$ cat src/design/msc_pkg.sv
// Purpose: Shared constants and carrier types of the MAC statistics counter bank.
// Assumes: One clock domain; offsets are byte addresses on the processor register port.
// Notes:   Counter order here fixes the bit order of the increment vector.
package msc_pkg;

    localparam int ADDR_W    = 8;
    localparam int DATA_W    = 32;
    localparam int NUM_CNT   = 9;
    localparam int COLL_W    = 5;
    localparam int LEN_W     = 12;

    // Counter slots, also the bit index in the increment vector.
    localparam int CNT_MULTI  = 0;
    localparam int CNT_RXGOOD = 1;
    localparam int CNT_CRC    = 2;
    localparam int CNT_ALIGN  = 3;
    localparam int CNT_DEFER  = 4;
    localparam int CNT_LATE   = 5;
    localparam int CNT_EXCESS = 6;
    localparam int CNT_UNDER  = 7;
    localparam int CNT_CARR   = 8;

    // Byte offsets of the counter registers.
    localparam logic [ADDR_W-1:0] MULTI_COLLISION_COUNT_OFS  = 8'h48;
    localparam logic [ADDR_W-1:0] RX_GOOD_FRAME_COUNT_OFS    = 8'h4C;
    localparam logic [ADDR_W-1:0] RX_CRC_ERROR_COUNT_OFS     = 8'h50;
    localparam logic [ADDR_W-1:0] RX_ALIGN_ERROR_COUNT_OFS   = 8'h54;
    localparam logic [ADDR_W-1:0] TX_DEFERRED_COUNT_OFS      = 8'h58;
    localparam logic [ADDR_W-1:0] LATE_COLLISION_COUNT_OFS   = 8'h5C;
    localparam logic [ADDR_W-1:0] EXCESS_COLLISION_COUNT_OFS = 8'h60;
    localparam logic [ADDR_W-1:0] TX_UNDERRUN_COUNT_OFS      = 8'h64;
    localparam logic [ADDR_W-1:0] CARRIER_LOSS_COUNT_OFS     = 8'h68;
    localparam logic [ADDR_W-1:0] CNT_STRIDE                 = 8'h04;

    // Counter widths, in slot order.
    localparam int MULTI_W  = 16;
    localparam int RXGOOD_W = 24;
    localparam int SMALL_W  = 8;
    localparam int DEFER_W  = 16;

    localparam logic [DATA_W-1:0] CNT_RESET = 32'h0000_0000;

    // Frame limits in bytes and collision limits.
    localparam logic [LEN_W-1:0]  MIN_FRAME_LEN   = 12'h040;
    localparam logic [LEN_W-1:0]  MAX_FRAME_LEN   = 12'h5EE;
    localparam logic [LEN_W-1:0]  MAX_LONG_LEN    = 12'h7D0;
    localparam logic [COLL_W-1:0] MULTI_COLL_MIN  = 5'h02;
    localparam logic [COLL_W-1:0] MULTI_COLL_MAX  = 5'h0F;
    localparam logic [COLL_W-1:0] EXCESS_COLL_NUM = 5'h10;

    // Outcome of one transmitted frame, valid with the end-of-frame strobe.
    typedef struct packed {
        logic [COLL_W-1:0] collisions;
        logic              late_collision;
        logic              underrun;
        logic              deferred_first;
        logic              carrier_error;
    } msc_tx_outcome_t;

    // Outcome of one received frame, valid with the end-of-frame strobe.
    typedef struct packed {
        logic [LEN_W-1:0] length;
        logic             odd_bits;
        logic             crc_error;
        logic             symbol_error;
    } msc_rx_outcome_t;

    // One processor register port access.
    typedef struct packed {
        logic              rd;
        logic              wr;
        logic [ADDR_W-1:0] addr;
        logic [DATA_W-1:0] wdata;
    } msc_reg_req_t;

endpackage : msc_pkg

$ cat src/design/msc_stats.sv
// Purpose: Statistics counter bank of a 10/100 Ethernet MAC with a processor register port.
// Assumes: Transmit and receive engines give one end-of-frame strobe per frame with its outcome.
// Notes:   Reads return the value one cycle later and clear the counter.
`timescale 1ns/1ps
module msc_stats (
    // Clock and reset
    input  wire logic                         clk_i,
    input  wire logic                         reset_n_i,
    // Processor register port
    input  wire msc_pkg::msc_reg_req_t        reg_req_i,
    output logic [msc_pkg::DATA_W-1:0]        reg_rdata_o,
    output logic                              reg_rvalid_o,
    // MAC configuration bits
    input  wire logic                         rx_enable_i,
    input  wire logic                         long_frame_i,
    input  wire logic                         full_duplex_i,
    // Transmit engine events
    input  wire logic                         tx_done_i,
    input  wire msc_pkg::msc_tx_outcome_t     tx_i,
    // Receive engine events
    input  wire logic                         rx_done_i,
    input  wire msc_pkg::msc_rx_outcome_t     rx_i
);

    ////////////////////////////////////////////////////////////////////////////
    // Widths and address decode

    function automatic int cnt_width(input int slot);
        case (slot)
            msc_pkg::CNT_MULTI:  cnt_width = msc_pkg::MULTI_W;
            msc_pkg::CNT_RXGOOD: cnt_width = msc_pkg::RXGOOD_W;
            msc_pkg::CNT_DEFER:  cnt_width = msc_pkg::DEFER_W;
            default:             cnt_width = msc_pkg::SMALL_W;
        endcase
    endfunction : cnt_width

    // One-hot select of the counter at an address; all zero when unmapped.
    function automatic logic [msc_pkg::NUM_CNT-1:0] cnt_select(input logic [msc_pkg::ADDR_W-1:0] addr);
        logic [msc_pkg::NUM_CNT-1:0] sel;
        sel = '0;
        for (int i = 0; i < msc_pkg::NUM_CNT; i++) begin
            if (addr == msc_pkg::MULTI_COLLISION_COUNT_OFS + msc_pkg::ADDR_W'(i * 4)) begin
                sel[i] = 1'b1;
            end
        end
        cnt_select = sel;
    endfunction : cnt_select

    ////////////////////////////////////////////////////////////////////////////
    // Event sorting and counters

    logic [msc_pkg::NUM_CNT-1:0] inc;
    logic [msc_pkg::NUM_CNT-1:0] sel;
    logic [msc_pkg::DATA_W-1:0]  cnt [msc_pkg::NUM_CNT];

    assign sel = cnt_select(reg_req_i.addr);

    msc_event_sort u_sort (
        .tx_done_i     (tx_done_i),
        .tx_i          (tx_i),
        .rx_done_i     (rx_done_i),
        .rx_i          (rx_i),
        .rx_enable_i   (rx_enable_i),
        .long_frame_i  (long_frame_i),
        .full_duplex_i (full_duplex_i),
        .inc_o         (inc)
    );

    for (genvar g = 0; g < msc_pkg::NUM_CNT; g++) begin : g_cnt
        localparam int W = cnt_width(g);
        logic [W-1:0] value;

        // Upper bits of a write are dropped; software keeps them at zero.
        msc_sat_counter #(
            .WIDTH (W)
        ) u_cnt (
            .clk_i      (clk_i),
            .reset_n_i  (reset_n_i),
            .inc_i      (inc[g]),
            .clr_i      (reg_req_i.rd && sel[g]),
            .load_i     (reg_req_i.wr && sel[g]),
            .load_val_i (reg_req_i.wdata[W-1:0]),
            .count_o    (value)
        );

        if (W < msc_pkg::DATA_W) begin : g_pad
            assign cnt[g] = {{(msc_pkg::DATA_W-W){1'b0}}, value};
        end else begin : g_full
            assign cnt[g] = value;
        end
    end

    ////////////////////////////////////////////////////////////////////////////
    // Read data

    typedef struct packed {
        logic [msc_pkg::DATA_W-1:0] rdata;
        logic                       rvalid;
    } msc_rd_state_t;

    msc_rd_state_t state;
    msc_rd_state_t next_state;

    always_comb begin
        next_state        = state;
        next_state.rvalid = reg_req_i.rd;
        if (reg_req_i.rd) begin
            // Unmapped addresses read as zero and have no side effect.
            next_state.rdata = msc_pkg::CNT_RESET;
            for (int i = 0; i < msc_pkg::NUM_CNT; i++) begin
                if (sel[i]) begin
                    next_state.rdata = cnt[i];
                end
            end
        end
    end

    always_ff @(posedge clk_i or negedge reset_n_i) begin
        if (!reset_n_i) begin
            state.rdata  <= msc_pkg::CNT_RESET;
            state.rvalid <= 1'b0;
        end else begin
            state <= next_state;
        end
    end

    assign reg_rdata_o  = state.rdata;
    assign reg_rvalid_o = state.rvalid;

    ////////////////////////////////////////////////////////////////////////////
    // Checks

    localparam logic [7:0]  SMALL_MAX = 8'hFF;
    localparam logic [15:0] MULTI_MAX = 16'hFFFF;

    a_underrun_alone: assert property (@(posedge clk_i) disable iff (!reset_n_i)
        tx_done_i && tx_i.underrun && !rx_done_i |-> inc == (msc_pkg::NUM_CNT'(1) << msc_pkg::CNT_UNDER))
        else $error("underrun frame bumped another counter");

    a_read_clears: assert property (@(posedge clk_i) disable iff (!reset_n_i)
        reg_req_i.rd && !reg_req_i.wr && sel[msc_pkg::CNT_LATE] && !inc[msc_pkg::CNT_LATE]
        |=> cnt[msc_pkg::CNT_LATE] == '0 && reg_rdata_o == $past(cnt[msc_pkg::CNT_LATE]) && reg_rvalid_o)
        else $error("read did not return and clear the counter");

    a_read_keeps_inc: assert property (@(posedge clk_i) disable iff (!reset_n_i)
        reg_req_i.rd && !reg_req_i.wr && sel[msc_pkg::CNT_UNDER] && inc[msc_pkg::CNT_UNDER]
        |=> cnt[msc_pkg::CNT_UNDER] == 32'h0000_0001)
        else $error("increment lost on clearing read");

    a_saturate_small: assert property (@(posedge clk_i) disable iff (!reset_n_i)
        cnt[msc_pkg::CNT_CRC][7:0] == SMALL_MAX && !reg_req_i.rd && !reg_req_i.wr
        |=> cnt[msc_pkg::CNT_CRC][7:0] == SMALL_MAX)
        else $error("8-bit counter wrapped");

    a_saturate_multi: assert property (@(posedge clk_i) disable iff (!reset_n_i)
        cnt[msc_pkg::CNT_MULTI][15:0] == MULTI_MAX && !reg_req_i.rd && !reg_req_i.wr
        |=> cnt[msc_pkg::CNT_MULTI][15:0] == MULTI_MAX)
        else $error("16-bit counter wrapped");

    a_step_one: assert property (@(posedge clk_i) disable iff (!reset_n_i)
        inc[msc_pkg::CNT_RXGOOD] && !sel[msc_pkg::CNT_RXGOOD] && cnt[msc_pkg::CNT_RXGOOD] != 32'h00FF_FFFF
        |=> cnt[msc_pkg::CNT_RXGOOD] == $past(cnt[msc_pkg::CNT_RXGOOD]) + 32'h0000_0001)
        else $error("good frame counter did not step by one");

    a_rx_gated: assert property (@(posedge clk_i) disable iff (!reset_n_i)
        !rx_enable_i |-> !inc[msc_pkg::CNT_RXGOOD] && !inc[msc_pkg::CNT_CRC] && !inc[msc_pkg::CNT_ALIGN])
        else $error("receive counter moved with receiver disabled");

    a_carrier_half: assert property (@(posedge clk_i) disable iff (!reset_n_i)
        full_duplex_i |-> !inc[msc_pkg::CNT_CARR])
        else $error("carrier error counted in full duplex");

    a_defer_clean: assert property (@(posedge clk_i) disable iff (!reset_n_i)
        inc[msc_pkg::CNT_DEFER] |-> tx_i.collisions == '0 && !tx_i.underrun && !tx_i.late_collision)
        else $error("deferral counted with collision or underrun");

    a_late_double: assert property (@(posedge clk_i) disable iff (!reset_n_i)
        tx_done_i && !tx_i.underrun && tx_i.late_collision
        && tx_i.collisions >= msc_pkg::MULTI_COLL_MIN && tx_i.collisions <= msc_pkg::MULTI_COLL_MAX
        |-> inc[msc_pkg::CNT_LATE] && inc[msc_pkg::CNT_MULTI])
        else $error("late collision not counted twice");

    a_multi_range: assert property (@(posedge clk_i) disable iff (!reset_n_i)
        inc[msc_pkg::CNT_MULTI] |-> tx_i.collisions >= msc_pkg::MULTI_COLL_MIN
                                    && tx_i.collisions <= msc_pkg::MULTI_COLL_MAX)
        else $error("multiple collision count outside two to fifteen");

endmodule : msc_stats

$ cat src/design/msc_sat_counter.sv
// Purpose: One saturating statistics counter with clear-on-read and host load.
// Assumes: Increment, clear and load are one-cycle strobes from the parent.
// Notes:   An increment in the clearing cycle survives as a count of one.
`timescale 1ns/1ps
module msc_sat_counter #(
    parameter int WIDTH = 8
) (
    // Clock and reset
    input  wire logic             clk_i,
    input  wire logic             reset_n_i,
    // Control
    input  wire logic             inc_i,
    input  wire logic             clr_i,
    input  wire logic             load_i,
    input  wire logic [WIDTH-1:0] load_val_i,
    // Value
    output logic      [WIDTH-1:0] count_o
);

    if (WIDTH < 1 || WIDTH > msc_pkg::DATA_W) begin : g_bad_width
        $error("msc_sat_counter: WIDTH out of range");
    end

    typedef struct packed {
        logic [WIDTH-1:0] count;
    } msc_cnt_state_t;

    msc_cnt_state_t state;
    msc_cnt_state_t next_state;

    localparam logic [WIDTH-1:0] CNT_MAX  = {WIDTH{1'b1}};
    localparam logic [WIDTH-1:0] CNT_ZERO = msc_pkg::CNT_RESET[WIDTH-1:0];
    localparam logic [WIDTH-1:0] CNT_ONE  = {{(WIDTH-1){1'b0}}, 1'b1};

    always_comb begin
        next_state = state;
        if (load_i) begin
            next_state.count = load_val_i;
        end else if (clr_i) begin
            next_state.count = inc_i ? CNT_ONE : CNT_ZERO;
        end else if (inc_i && state.count != CNT_MAX) begin
            next_state.count = state.count + CNT_ONE;
        end
    end

    always_ff @(posedge clk_i or negedge reset_n_i) begin
        if (!reset_n_i) begin
            state.count <= CNT_ZERO;
        end else begin
            state <= next_state;
        end
    end

    assign count_o = state.count;

endmodule : msc_sat_counter

$ cat src/design/msc_event_sort.sv
// Purpose: Sorts end-of-frame outcomes into one increment strobe per counter.
// Assumes: Outcome fields are stable in the cycle of their end-of-frame strobe.
// Notes:   Purely combinational; the parent registers nothing on its path.
`timescale 1ns/1ps
module msc_event_sort (
    // Transmit side
    input  wire logic                          tx_done_i,
    input  wire msc_pkg::msc_tx_outcome_t      tx_i,
    // Receive side
    input  wire logic                          rx_done_i,
    input  wire msc_pkg::msc_rx_outcome_t      rx_i,
    // Configuration
    input  wire logic                          rx_enable_i,
    input  wire logic                          long_frame_i,
    input  wire logic                          full_duplex_i,
    // Strobes
    output logic [msc_pkg::NUM_CNT-1:0]        inc_o
);

    logic tx_ok;
    logic no_coll;
    logic excess;
    logic in_window;
    logic rx_take;

    // A frame with 16 collisions is abandoned, so it never reaches the success counters.
    assign excess  = (tx_i.collisions == msc_pkg::EXCESS_COLL_NUM);
    assign tx_ok   = tx_done_i && !tx_i.underrun;
    assign no_coll = (tx_i.collisions == '0) && !tx_i.late_collision;

    assign in_window = (rx_i.length >= msc_pkg::MIN_FRAME_LEN) &&
                       (rx_i.length <= (long_frame_i ? msc_pkg::MAX_LONG_LEN : msc_pkg::MAX_FRAME_LEN));
    assign rx_take   = rx_done_i && rx_enable_i && in_window;

    always_comb begin
        inc_o = '0;
        // A late collision also sits in the collision count, so it can land here too.
        inc_o[msc_pkg::CNT_MULTI]  = tx_ok && !excess &&
                                     tx_i.collisions >= msc_pkg::MULTI_COLL_MIN &&
                                     tx_i.collisions <= msc_pkg::MULTI_COLL_MAX;
        inc_o[msc_pkg::CNT_DEFER]  = tx_ok && tx_i.deferred_first && no_coll;
        inc_o[msc_pkg::CNT_LATE]   = tx_ok && tx_i.late_collision;
        inc_o[msc_pkg::CNT_EXCESS] = tx_ok && excess;
        inc_o[msc_pkg::CNT_UNDER]  = tx_done_i && tx_i.underrun;
        // Carrier errors only add here; nothing else above looks at them.
        inc_o[msc_pkg::CNT_CARR]   = tx_ok && tx_i.carrier_error && no_coll && !full_duplex_i;
        inc_o[msc_pkg::CNT_RXGOOD] = rx_take && !rx_i.crc_error && !rx_i.odd_bits && !rx_i.symbol_error;
        inc_o[msc_pkg::CNT_CRC]    = rx_take && !rx_i.odd_bits && rx_i.crc_error;
        inc_o[msc_pkg::CNT_ALIGN]  = rx_take && rx_i.odd_bits && rx_i.crc_error;
    end

endmodule : msc_event_sort

$ cat config.mk
export PLATFORM = sky130hd
export DESIGN_NAME = msc_stats
export DESIGN_NICKNAME = d
export VERILOG_FILES = /design/src/design/msc_pkg.sv /design/src/design/msc_stats.sv /design/src/design/msc_sat_counter.sv /design/src/design/msc_event_sort.sv
export SDC_FILE = /design/constraint.sdc
export NUM_CORES = 1
export LEC_CHECK = 0
export BUFFER_PORTS_ARGS = -buffer_cell sky130_fd_sc_hd__buf_2
export CAP_MARGIN = 30
export CELL_PAD_IN_SITES_DETAIL_PLACEMENT = 1
export CELL_PAD_IN_SITES_GLOBAL_PLACEMENT = 1
export CORE_ASPECT_RATIO = 1.1
export CORE_MARGIN = 2
export CORE_UTILIZATION = 44
export DETAILED_ROUTE_END_ITERATION = 12
export PLACE_DENSITY_LB_ADDON = 0.1
export SLEW_MARGIN = 10
export SYNTH_ARGS = -nofsm -noshare
export SYNTH_HDL_FRONTEND = slang
export SYNTH_SLANG_ARGS = --single-unit
$ cat constraint.sdc
create_clock -name clk_i -period 2.2 [get_ports clk_i]
set_input_delay 0.11 -clock clk_i [delete_from_list [all_inputs] [get_ports clk_i]]
set_output_delay 0.11 -clock clk_i [all_outputs]
set_load 0.02 [all_outputs]
==> summary.md, run 1 <==
| Metric | Value |
|---|---|
| Filler cells | `2,467` |
| Post-Synth XOR/XNOR Area | `0.0131` |
| Avg Cell Area, Syn | `7.60 µm²` |
| Longest Clk Path Bufs | `2` |
| Largest net degree at the start of global routing | `54` |
| Die height | `151 µm` |
| Min-delay worst type | `primary input to register` |
| CP Capture Type | `register` |
| Final Routed Wirelength | `roughly 34,000 µm` |
| R2r startpoint | `g_cnt[1].u_cnt.count_o[0]` |
| Layout cells sized above 1 | `0.191` |
| Sequential area share after synthesis | `0.372` |
| Commonest cells post-synth | `nand2_1, a21oi_1, dfrtp_1, o21ai_0, nor2_1` |
| Placed Area | `10,000 µm²` |
| Crit-path cells | `buf_4 > nand3_1 > or2_1 > nor2_1 > nand2_1 > or3_1 > xnor2_1 > o21ai_0` |
| 1st-iter DRT viols | `685` |
| First-pass iteration count of the detailed router | `6` |
| Top post-synthesis cells by area | `dfrtp_1, a21oi_1, nand2_1, o21ai_0, nand3_1` |
| Vias in the first global route | `10,000` |
| FP Rows | `53` |
| Vias per inst | `between 6 and 7` |
| GPL Wtd Cong | `0.926` |
| Die extent in x | `138 µm` |
| Worst Min Path Start | `reg_req_i[9]` |
| Post-Synthesis Cell Area | `8670 µm²` |
| Yosys Warn Count | `0` |
| Max cap viols | `0` |
| Count leader, synth | `nand2_1` |
| Switching Share | `0.323` |
| Worst Path Arrival | `2.35 ns` |
| Min Tclk post-route | `between 2 and 2.5 ns` |
| Grt ovf | `0` |
| Overall Global Routing Usage | `0.334` |
| Status | `completed` |
| Antenna violations before repair | `1` |
| Setup violations, final | `0` |
| Final core utilization | `0.560` |
| Fmax | `490 MHz` |
| Critical Path RT | `2.51 ns` |
| Root buf cell | `clkbuf_16` |
| Die Area | `20,800 µm²` |
| Mean routed wirelength per cell | `about 22 µm` |
| Clock power frac | `0.399` |
| Sequential share of power | `0.415` |
| Global-route wire length before repair | `~53,000 µm` |
| DP HPWL | `between 20,000 and 25,000 µm` |
| Largest stage delay, worst path | `just over 0.4 ns` |
| Final ANT Viol Nets | `0` |
| Compound-Gate Fraction of Synth Area | `0.273` |
| Largest family of logic cells by synthesized area | `compound AO/OA/AOI/OAI gates` |
| Fin Clk Skew | `approximately 0.0093 ns` |
| P_leak | `~4.8 nW` |
| Period utilization | `0.927` |
| Quantity of I/O buffers inserted on ports | `89` |
| Peak VDD IR | `about 0.58 mV` |
| Initial Utilization | `0.451` |
| Final net count | `approximately 1,400` |
| Storage cell area | `3230 µm²` |
| P per Cell Area | `~680 nW/µm²` |
| Synth unique cells | `73` |
| Worst Setup Path Type | `register to register` |
| Slew Limit Headroom | `0.617` |
| Vias | `9,826` |
| Crit path max-delay cell type | `or3_1` |
| Max H-tree Level | `4` |
| Yosys top cell by area | `dfrtp_1` |
| Adder-cell share of the synthesized area | `0.0216` |
| P_sw | `0.00235 W` |
| TritonCTS clock tree | `built` |
| Crit path max fanout | `5` |
| Async set-reset flop share out of synthesis | `1.00` |
| Top cell type's share of synthesized area | `0.372` |
| Slew @ Worst Pin | `0.575 ns` |
| Post-Synth Simple-Gate Area | `0.249` |
| Num CTS Buffers | `17` |
| Layout Area Growth over Synthesis | `24.2%` |
| Startpoint Class | `register` |
| RSZ-0062 raised after global routing | `no` |
| Internal power | `a little under 0.005 W` |
| Reg clk slew, reported paths | `0.06 ns` |
| Io pins | `106` |
| Residual DRC count | `0` |
| Mapped Cells | `1,141` |
| Synth Flop Type | `dfrtp_1` |
| Multiplexer share of the synthesized area | `0.0219` |
| Post-synthesis register bit count | `129` |
| Sink Count | `around 130` |
| Final Hold Vio Count | `0` |
| Comb pwr share | `0.186` |
| Post-CTS Setup Inserts | `0` |
| Count of pins over their slew limit | `0` |
| Clock latency on the worst-skew pair | `0.43 ns` |
| Multi-input logic area | `5070 µm²` |
| Critical Path Source | `g_cnt[1].u_cnt.count_o[0]` |
| Number of synthesized flops with an enable pin | `0` |
| Core Area | `19,200 µm²` |
| Finished Cell Area | `10,800 µm²` |
## stage by stage
step           total power [W]  TNS (ns)  worst slack, ns  std cells  hold WS, ns
6_report               0.00730         0            0.161       1570      0.00900
5_1_grt                0.00761         0           0.0112       1569      0.00567
4_1_cts                0.00730         0           0.0403       1569      0.00444
3_5_place_dp           0.00435    -0.462          -0.0935       1523        0.116
3_3_place_gp           0.00428   -0.0642          -0.0365       1523        0.118
2_1_floorplan          0.00373         0           0.0851       1148       -0.186
## area by class of cell
class / count / share of cell area
repair buffers: 202 / 0.132
diodes: 1 / 0.000232
flip-flops and latches: 129 / 0.300
clock inverters: 13 / 0.0127
multi-input cells: 920 / 0.471
clock buffers: 19 / 0.0421
well taps: 247 / 0.0287
inverters: 39 / 0.0136
## worst paths after layout
check                           depth (start not counted)  slack, ns                          to
min in group asynchronous                               2       0.22             reg_rdata_o[19]
max in group asynchronous                               3       1.33   g_cnt[3].u_cnt.count_o[0]
worst max register to register                          8       0.16  g_cnt[1].u_cnt.count_o[17]
worst min-delay path                                    3      0.009   g_cnt[1].u_cnt.count_o[9]
worst max-delay path                                    8       0.16  g_cnt[1].u_cnt.count_o[17]
worst min register to register                          2       0.49              reg_rdata_o[3]
## cell usage in the layout (no fill, tap or decap), types with 13 or more instances in the layout
cell type	Yosys	final
o21ai_0	101	101
nand3_1	64	63
nand2b_1	22	22
ha_1	15	15
dlygate4sd3_1	0	14
nor3_1	15	13
o21ai_1	17	17
buf_4	8	92
o31ai_1	20	20
a21oi_1	169	169
buf_2	8	88
o22ai_1	19	19
nor2_1	73	72
a31oi_1	14	14
clkbuf_16	0	17
nand4_1	21	21
dfrtp_1	129	128
inv_1	38	38
nand2_1	205	205
## per-layer routing
metal	track usage	wire length (µm)
met5	0	0
met4	0.188	1980
met1	0.398	13300
met3	0.0522	1950
met2	0.571	16600
## cells by family (layout without fill, tap and decap cells)
kind of cell / after synthesis / in the layout
AO/OA/AOI/OAI: 406 / 406
flip-flops: 129 / 129
multiplexers: 18 / 18
other: 1 / 9
adder cells (fa/ha/maj): 15 / 15
AND/OR/NAND/NOR: 460 / 460
XOR/XNOR: 13 / 13
buffers and inverters: 99 / 273
## power by group through the flow
stage	clock network (W)	logic, W	registers (W)
after global routing	0.00304	0.00151	0.00306
after CTS	0.00294	0.00135	0.00301
after detailed placement	0	0.00130	0.00305
after floorplan	0	0.000783	0.00295
final	0.00291	0.00136	0.00303
after global placement	0	0.00124	0.00303
## worst max-delay path, delay by kind of cell, from the launching register on
family | cells | cell delay (ns)
buf+inv | 1 | 0.13
flops | 1 | 0.36
compound gates | 1 | 0.09
xor+xnor | 1 | 0.16
simple gates | 5 | 1.16
## repair_timing
item,in CTS,in global routing
resized for setup,0,6
setup endpoints to repair,0,22
endpoints found under the hold margin,67,0
hold buffers,14,0
## sequential cells by signal (all words and copies together) (netlist names)
name	flops
reg_rdata_o	24
g_cnt.u_cnt.count_o	104
reg_rvalid_o	1
Note: power is estimated with default switching activity, not from simulation.
==> inputs of run 2 (changes only) <==
- CELL_PAD_IN_SITES_DETAIL_PLACEMENT: 1 -> 2
- CELL_PAD_IN_SITES_GLOBAL_PLACEMENT: 1 -> 2
- CORE_ASPECT_RATIO: 1.1 -> 0.6
- CORE_UTILIZATION: 44 -> 34
==> run 2 against run 1 <==
Effect of this change: clock skew is 0.0011 ns lower; die area is 29% higher; largest power group unchanged; sequential cell count unchanged; clock power grew 1%.
==> summary.md, run 2 (same netlist as run 1, synthesis figures left out) <==
| Metric | Value |
|---|---|
| Worst Path Arrival | `2.50 ns` |
| Fin Clk Skew | `0.00819 ns` |
| Critical Path RT | `2.57 ns` |
| Sink Count | `129` |
| Min-delay worst type | `primary input to register` |
| Fmax | `469 MHz` |
| Clock latency on the worst-skew pair | `0.46 ns` |
| Io pins | `106` |
| WL met3 | `roughly 2600 µm` |
| Max layer used | `met4` |
| Final Hold Vio Count | `0` |
| Crit path max fanout | `5` |
| WL met1 | `between 20,000 and 25,000 µm` |
| GPL Wtd Cong | `0.892` |
| DP HPWL | `30,900 µm` |
| Count of pins over their slew limit | `0` |
| First-pass iteration count of the detailed router | `5` |
| P_leak | `5.01 nW` |
| Antenna violations before repair | `0` |
| Root buf cell | `clkbuf_16` |
| Status | `completed` |
| Vias in the first global route | `~11,000` |
| Slew Limit Headroom | `0.577` |
| FP Rows | `45` |
| Setup Total Neg Slack | `0 ns` |
| Final ANT Viol Nets | `0` |
| Startpoint Class | `register` |
| Filler cells | `2,885` |
| Grt ovf | `0` |
| TritonCTS clock tree | `built` |
| Worst Setup Path Type | `register to register` |
| Final Routed Wirelength | `42,100 µm` |
| CP Capture Type | `register` |
| Commonest non-fill, non-tap cells in the layout | `nand2_1, a21oi_1, buf_4` |
| Max cap viols | `0` |
| P per Cell Area | `around 680 nW/µm²` |
| Layout Area Growth over Synthesis | `28.6%` |
| Die extent in x | `210 µm` |
| Num CTS Buffers | `17` |
| Setup violations, final | `0` |
| Quantity of I/O buffers inserted on ports | `between 80 and 90` |
| Core Area | `25,200 µm²` |
| Longest Clk Path Bufs | `2` |
| Mean routed wirelength per cell | `24.9 µm` |
| Vias | `10,100` |
| Global-route wire length before repair | `65,300 µm` |
| Overall Global Routing Usage | `0.320` |
| Vias per inst | `around 6` |
| Initial Utilization | `0.344` |
| Max H-tree Level | `4` |
| Max reg flops | `~100` |
| Residual DRC count | `0` |
| 1st-iter DRT viols | `913` |
| Pwr Total | `0.00759 W` |
| Peak VDD IR | `~0.38 mV` |
| Slew @ Worst Pin | `0.635 ns` |
| Reg clk slew, reported paths | `0.07 ns` |
| Die height | `128 µm` |
| Most common cell after layout, fill and taps aside | `nand2_1` |
| Met2 wire length | `17,800 µm` |
| Largest net degree at the start of global routing | `58` |
| Layout cells sized above 1 | `0.218` |
| Final net count | `1,436` |
| Die Area | `26,800 µm²` |
| Period utilization | `0.970` |
| Min Tclk post-route | `2.13 ns` |
## run 2: critical path, cell delays in order, from the launching register on
cell and delay, ns:
dfrtp_1 0.38, ha_2 0.20, nand2_1 0.11, buf_4 0.16, or2_2 0.33, nor2_4 0.18
and3_1 0.22, o21ai_0 0.09, a31o_1 0.21, a21oi_1 0.17
## run 2: worst paths after layout
| kind | start | to | slack [ns] | cells past startpoint |
|---|---|---|---|---|
| setup / recovery | g_cnt[1].u_cnt.count_o[0] | g_cnt[1].u_cnt.count_o[16] | 0.07 | 9 |
| hold / removal | reg_req_i[0] | g_cnt[8].u_cnt.count_o[0] | 0.05 | 3 |
| setup reg to reg | g_cnt[1].u_cnt.count_o[0] | g_cnt[1].u_cnt.count_o[16] | 0.07 | 9 |
| hold reg to reg | reg_rdata_o[3] | reg_rdata_o[3] | 0.49 | 2 |
| max in group asynchronous | reset_n_i | g_cnt[8].u_cnt.count_o[7] | 1.23 | 3 |
| min in group asynchronous | reset_n_i | reg_rdata_o[22] | 0.21 | 2 |
## run 2: layout make-up
class / count / area (µm²) / area share
multi-input cells: 920 / 5130 / 0.460
clock buffers: 24 / 492 / 0.0441
repair buffers: 241 / 1660 / 0.149
clock inverters: 6 / 80.1 / 0.00718
diodes: 1 / 2.50 / 0.000224
inverters: 39 / 146 / 0.0131
well taps: 329 / 412 / 0.0369
flip-flops and latches: 129 / 3230 / 0.290
## run 2: power breakdown
| part | internal [W] | switching [W] | leakage, nW |
|---|---|---|---|
| Combinational | 0.000659 | 0.000951 | 3.00 |
| Sequential | 0.00263 | 0.000403 | 1.72 |
| Clock | 0.00177 | 0.00118 | 0.286 |
| Total | 0.00506 | 0.00254 | 5.01 |
## run 2: through the flow
step           worst slack, ns  cell area [µm²]   util  std cells  hold WS (ns)
2_1_floorplan           0.0851             8700      -       1148        -0.186
3_3_place_gp           -0.0731            10300  0.410       1641         0.139
3_5_place_dp            -0.191            10300  0.410       1641         0.143
4_1_cts                 0.0611            11100  0.440       1687        0.0332
5_1_grt                -0.0317            11100  0.443       1688        0.0508
6_report                0.0669            11200  0.443       1689        0.0450
## run 2: routing by layer
metal / vias to the layer above / GRT usage
met5: - / 0
met1: 5238 / 0.488
met3: 33 / 0.0568
met4: 0 / 0.0722
li1: 4556 / -
met2: 280 / 0.467
## run 2: repair_timing
action,CTS,global route
hold buffers,16,0
pin swaps,0,3
setup endpoints to repair,20,37
hold endpoints to repair,79,0
setup buffers,0,1
gates resized for setup,6,16
==> inputs of run 3 (changes only) <==
- REMOVE_ABC_BUFFERS: default -> 1
==> run 3 against run 2 <==
Effect of this change: clock power barely moved; sequential share of layout area rose by 0.083 points; maximum frequency fell by 1.7%; combinational power fell by 9%; design area fell by 0.32%; critical path type unchanged; global-route usage fell by 0.63 points; setup slack got worse by 0.036 ns; critical path depth did not move; register-to-register slack got worse by 0.04 ns.
==> summary.md, run 3 (same netlist as run 1, synthesis figures left out) <==
| Metric | Value |
|---|---|
| Status | `completed` |
| Layout cells sized above 1 | `0.214` |
| FP Rows | `45` |
| Peak VDD IR | `around 0.52 mV` |
| Period utilization | `0.986` |
| Vias | `10,000` |
| Residual DRC count | `0` |
| Max H-tree Level | `4` |
| Vias in the first global route | `10,500` |
| Critical Path RT | `2.56 ns` |
| Setup Total Neg Slack | `0 ns` |
| Mean routed wirelength per cell | `24.5 µm` |
| Setup violations, final | `0` |
| Core Area | `25,200 µm²` |
| Die extent in x | `210 µm` |
| Fmax | `~460 MHz` |
| 1st-iter DRT viols | `853` |
| GPL Wtd Cong | `~0.88` |
| Worst Path Arrival | `2.53 ns` |
| Reg clk slew, reported paths | `roughly 0.06 ns` |
| Finished Cell Area | `11,100 µm²` |
| Worst Setup Path Type | `register to register` |
| FF-to-FF End | `g_cnt[1].u_cnt.count_o[14]` |
| Count of pins over their slew limit | `0` |
| Worst Min Path Start | `reg_req_i[9]` |
| Global-route wire length before repair | `~64,000 µm` |
| R2R Setup Slk | `0.03 ns` |
| Clock latency on the worst-skew pair | `0.44 ns` |
| Crit path max fanout | `8` |
| Slew @ Worst Pin | `0.635 ns` |
| Worst hold path endpoint | `g_cnt[0].u_cnt.count_o[9]` |
| Grt ovf | `0` |
| P per Cell Area | `~680 nW/µm²` |
| CP Capture Type | `register` |
| P_leak | `4.97 nW` |
| Longest Clk Path Bufs | `2` |
| Critical Path Source | `g_cnt[1].u_cnt.count_o[0]` |
| Vias per inst | `5.95` |
| Overall Global Routing Usage | `0.314` |
| Sink Count | `129` |
| Worst r2r path cells | `9` |
| Io pins | `approximately 110` |
| Layout Area Growth over Synthesis | `28.2%` |
| Root buf cell | `clkbuf_16` |
| Startpoint Class | `register` |
| Final net count | `roughly 1,400` |
| Fin Clk Skew | `around 0.0084 ns` |
| Initial Utilization | `0.344` |
| Worst Hold Depth | `3` |
| R2r startpoint | `g_cnt[1].u_cnt.count_o[0]` |
| Commonest non-fill, non-tap cells in the layout | `nand2_1, a21oi_1, dfrtp_1` |
| Num CTS Buffers | `17` |
| N_diodes | `0` |
| Min Tclk post-route | `2.17 ns` |
| Max reg flops | `between 100 and 150` |
| Die Area | `approximately 27,000 µm²` |
| Final core utilization | `0.442` |
| DP HPWL | `30,400 µm` |
| Largest net degree at the start of global routing | `between 50 and 60` |
| Slew Limit Headroom | `0.577` |
| Quantity of I/O buffers inserted on ports | `89` |
| Die height | `between 100 and 150 µm` |
| Min-delay worst type | `primary input to register` |
| Antenna violations before repair | `1` |
| Placed Area | `roughly 10,000 µm²` |
| Most common cell after layout, fill and taps aside | `nand2_1` |
| First-pass iteration count of the detailed router | `5` |
| RSZ-0062 raised after global routing | `yes` |
| Final Hold Vio Count | `0` |
| Final Routed Wirelength | `41,200 µm` |
| Final ANT Viol Nets | `0` |
| TritonCTS clock tree | `built` |
| Max cap viols | `0` |
==> run 3: cell types whose count changed in the layout (fill, tap and decap cells not counted), sizes merged <==
cell,previous run,this run
clkinv,4,5
dlygate4sd3,16,15
buf,225,218
clkinvlp,0,2
diode,1,0
clkbuf,24,23
==> run 3: layer usage <==
metal	routed length, µm	track usage
met1	20200	0.470
met2	17500	0.457
met3	2870	0.0657
met4	630	0.0768
met5	11	0
==> run 3: where the power goes <==
part / leakage, nW / switching [W] / internal, W / total (W)
Clock: 0.295 / 0.00117 / 0.00181 / 0.00298
Combinational: 2.95 / 0.000857 / 0.000613 / 0.00147
Sequential: 1.72 / 0.000451 / 0.00263 / 0.00308
==> run 3: what timing repair did <==
| action | 4_1_cts | 5_1_grt |
|---|---|---|
| endpoints found under the hold margin | 76 | 0 |
| gates resized for setup | 3 | 16 |
| pin swaps | 0 | 1 |
| buffers inserted | 0 | 1 |
| endpoints found under the setup margin | 6 | 47 |
| hold buffers | 15 | 0 |
==> run 3: worst max-delay path by stage <==
stage	end	slack, ns	cells after the start
after floorplan	g_cnt[1].u_cnt.count_o[13]	-0.06	7
after global placement	g_cnt[4].u_cnt.count_o[11]	-0.05	7
after detailed placement	g_cnt[4].u_cnt.count_o[6]	-0.1	8
after CTS	g_cnt[1].u_cnt.count_o[18]	0.005	9
after global routing	g_cnt[1].u_cnt.count_o[22]	-0.08	10
final	g_cnt[1].u_cnt.count_o[14]	0.03	9
==> run 3: worst max-delay path: stages (launching register included) <==
cell,delay [ns]
dfrtp_1,0.39
ha_1,0.21
nand2_1,0.14
nor2_4,0.16
nand3_2,0.14
or3_4,0.43
nand2_1,0.14
buf_12,0.14
o21ai_0,0.13
a21oi_1,0.21
==> run 3: final cells by class <==
class | instances | area [µm²]
fill | 2915 | 14100
multi-input combinational | 920 | 5090
sequential | 129 | 3230
timing repair buffer | 233 | 1630
clock buffer | 23 | 498
tap | 329 | 412
inverter | 39 | 146
clock inverter | 9 | 104
==> run 3: metrics by stage <==
step                      std cells  setup slack [ns]  power, W  hold slack (ns)
after detailed placement       1634           -0.0985   0.00450            0.146
after global routing           1682           -0.0786   0.00788           0.0414
after floorplan                1088           -0.0576   0.00367           -0.186
after CTS                      1681           0.00461   0.00753           0.0133
final                          1682            0.0310   0.00754           0.0502
after global placement         1634           -0.0459   0.00440            0.149
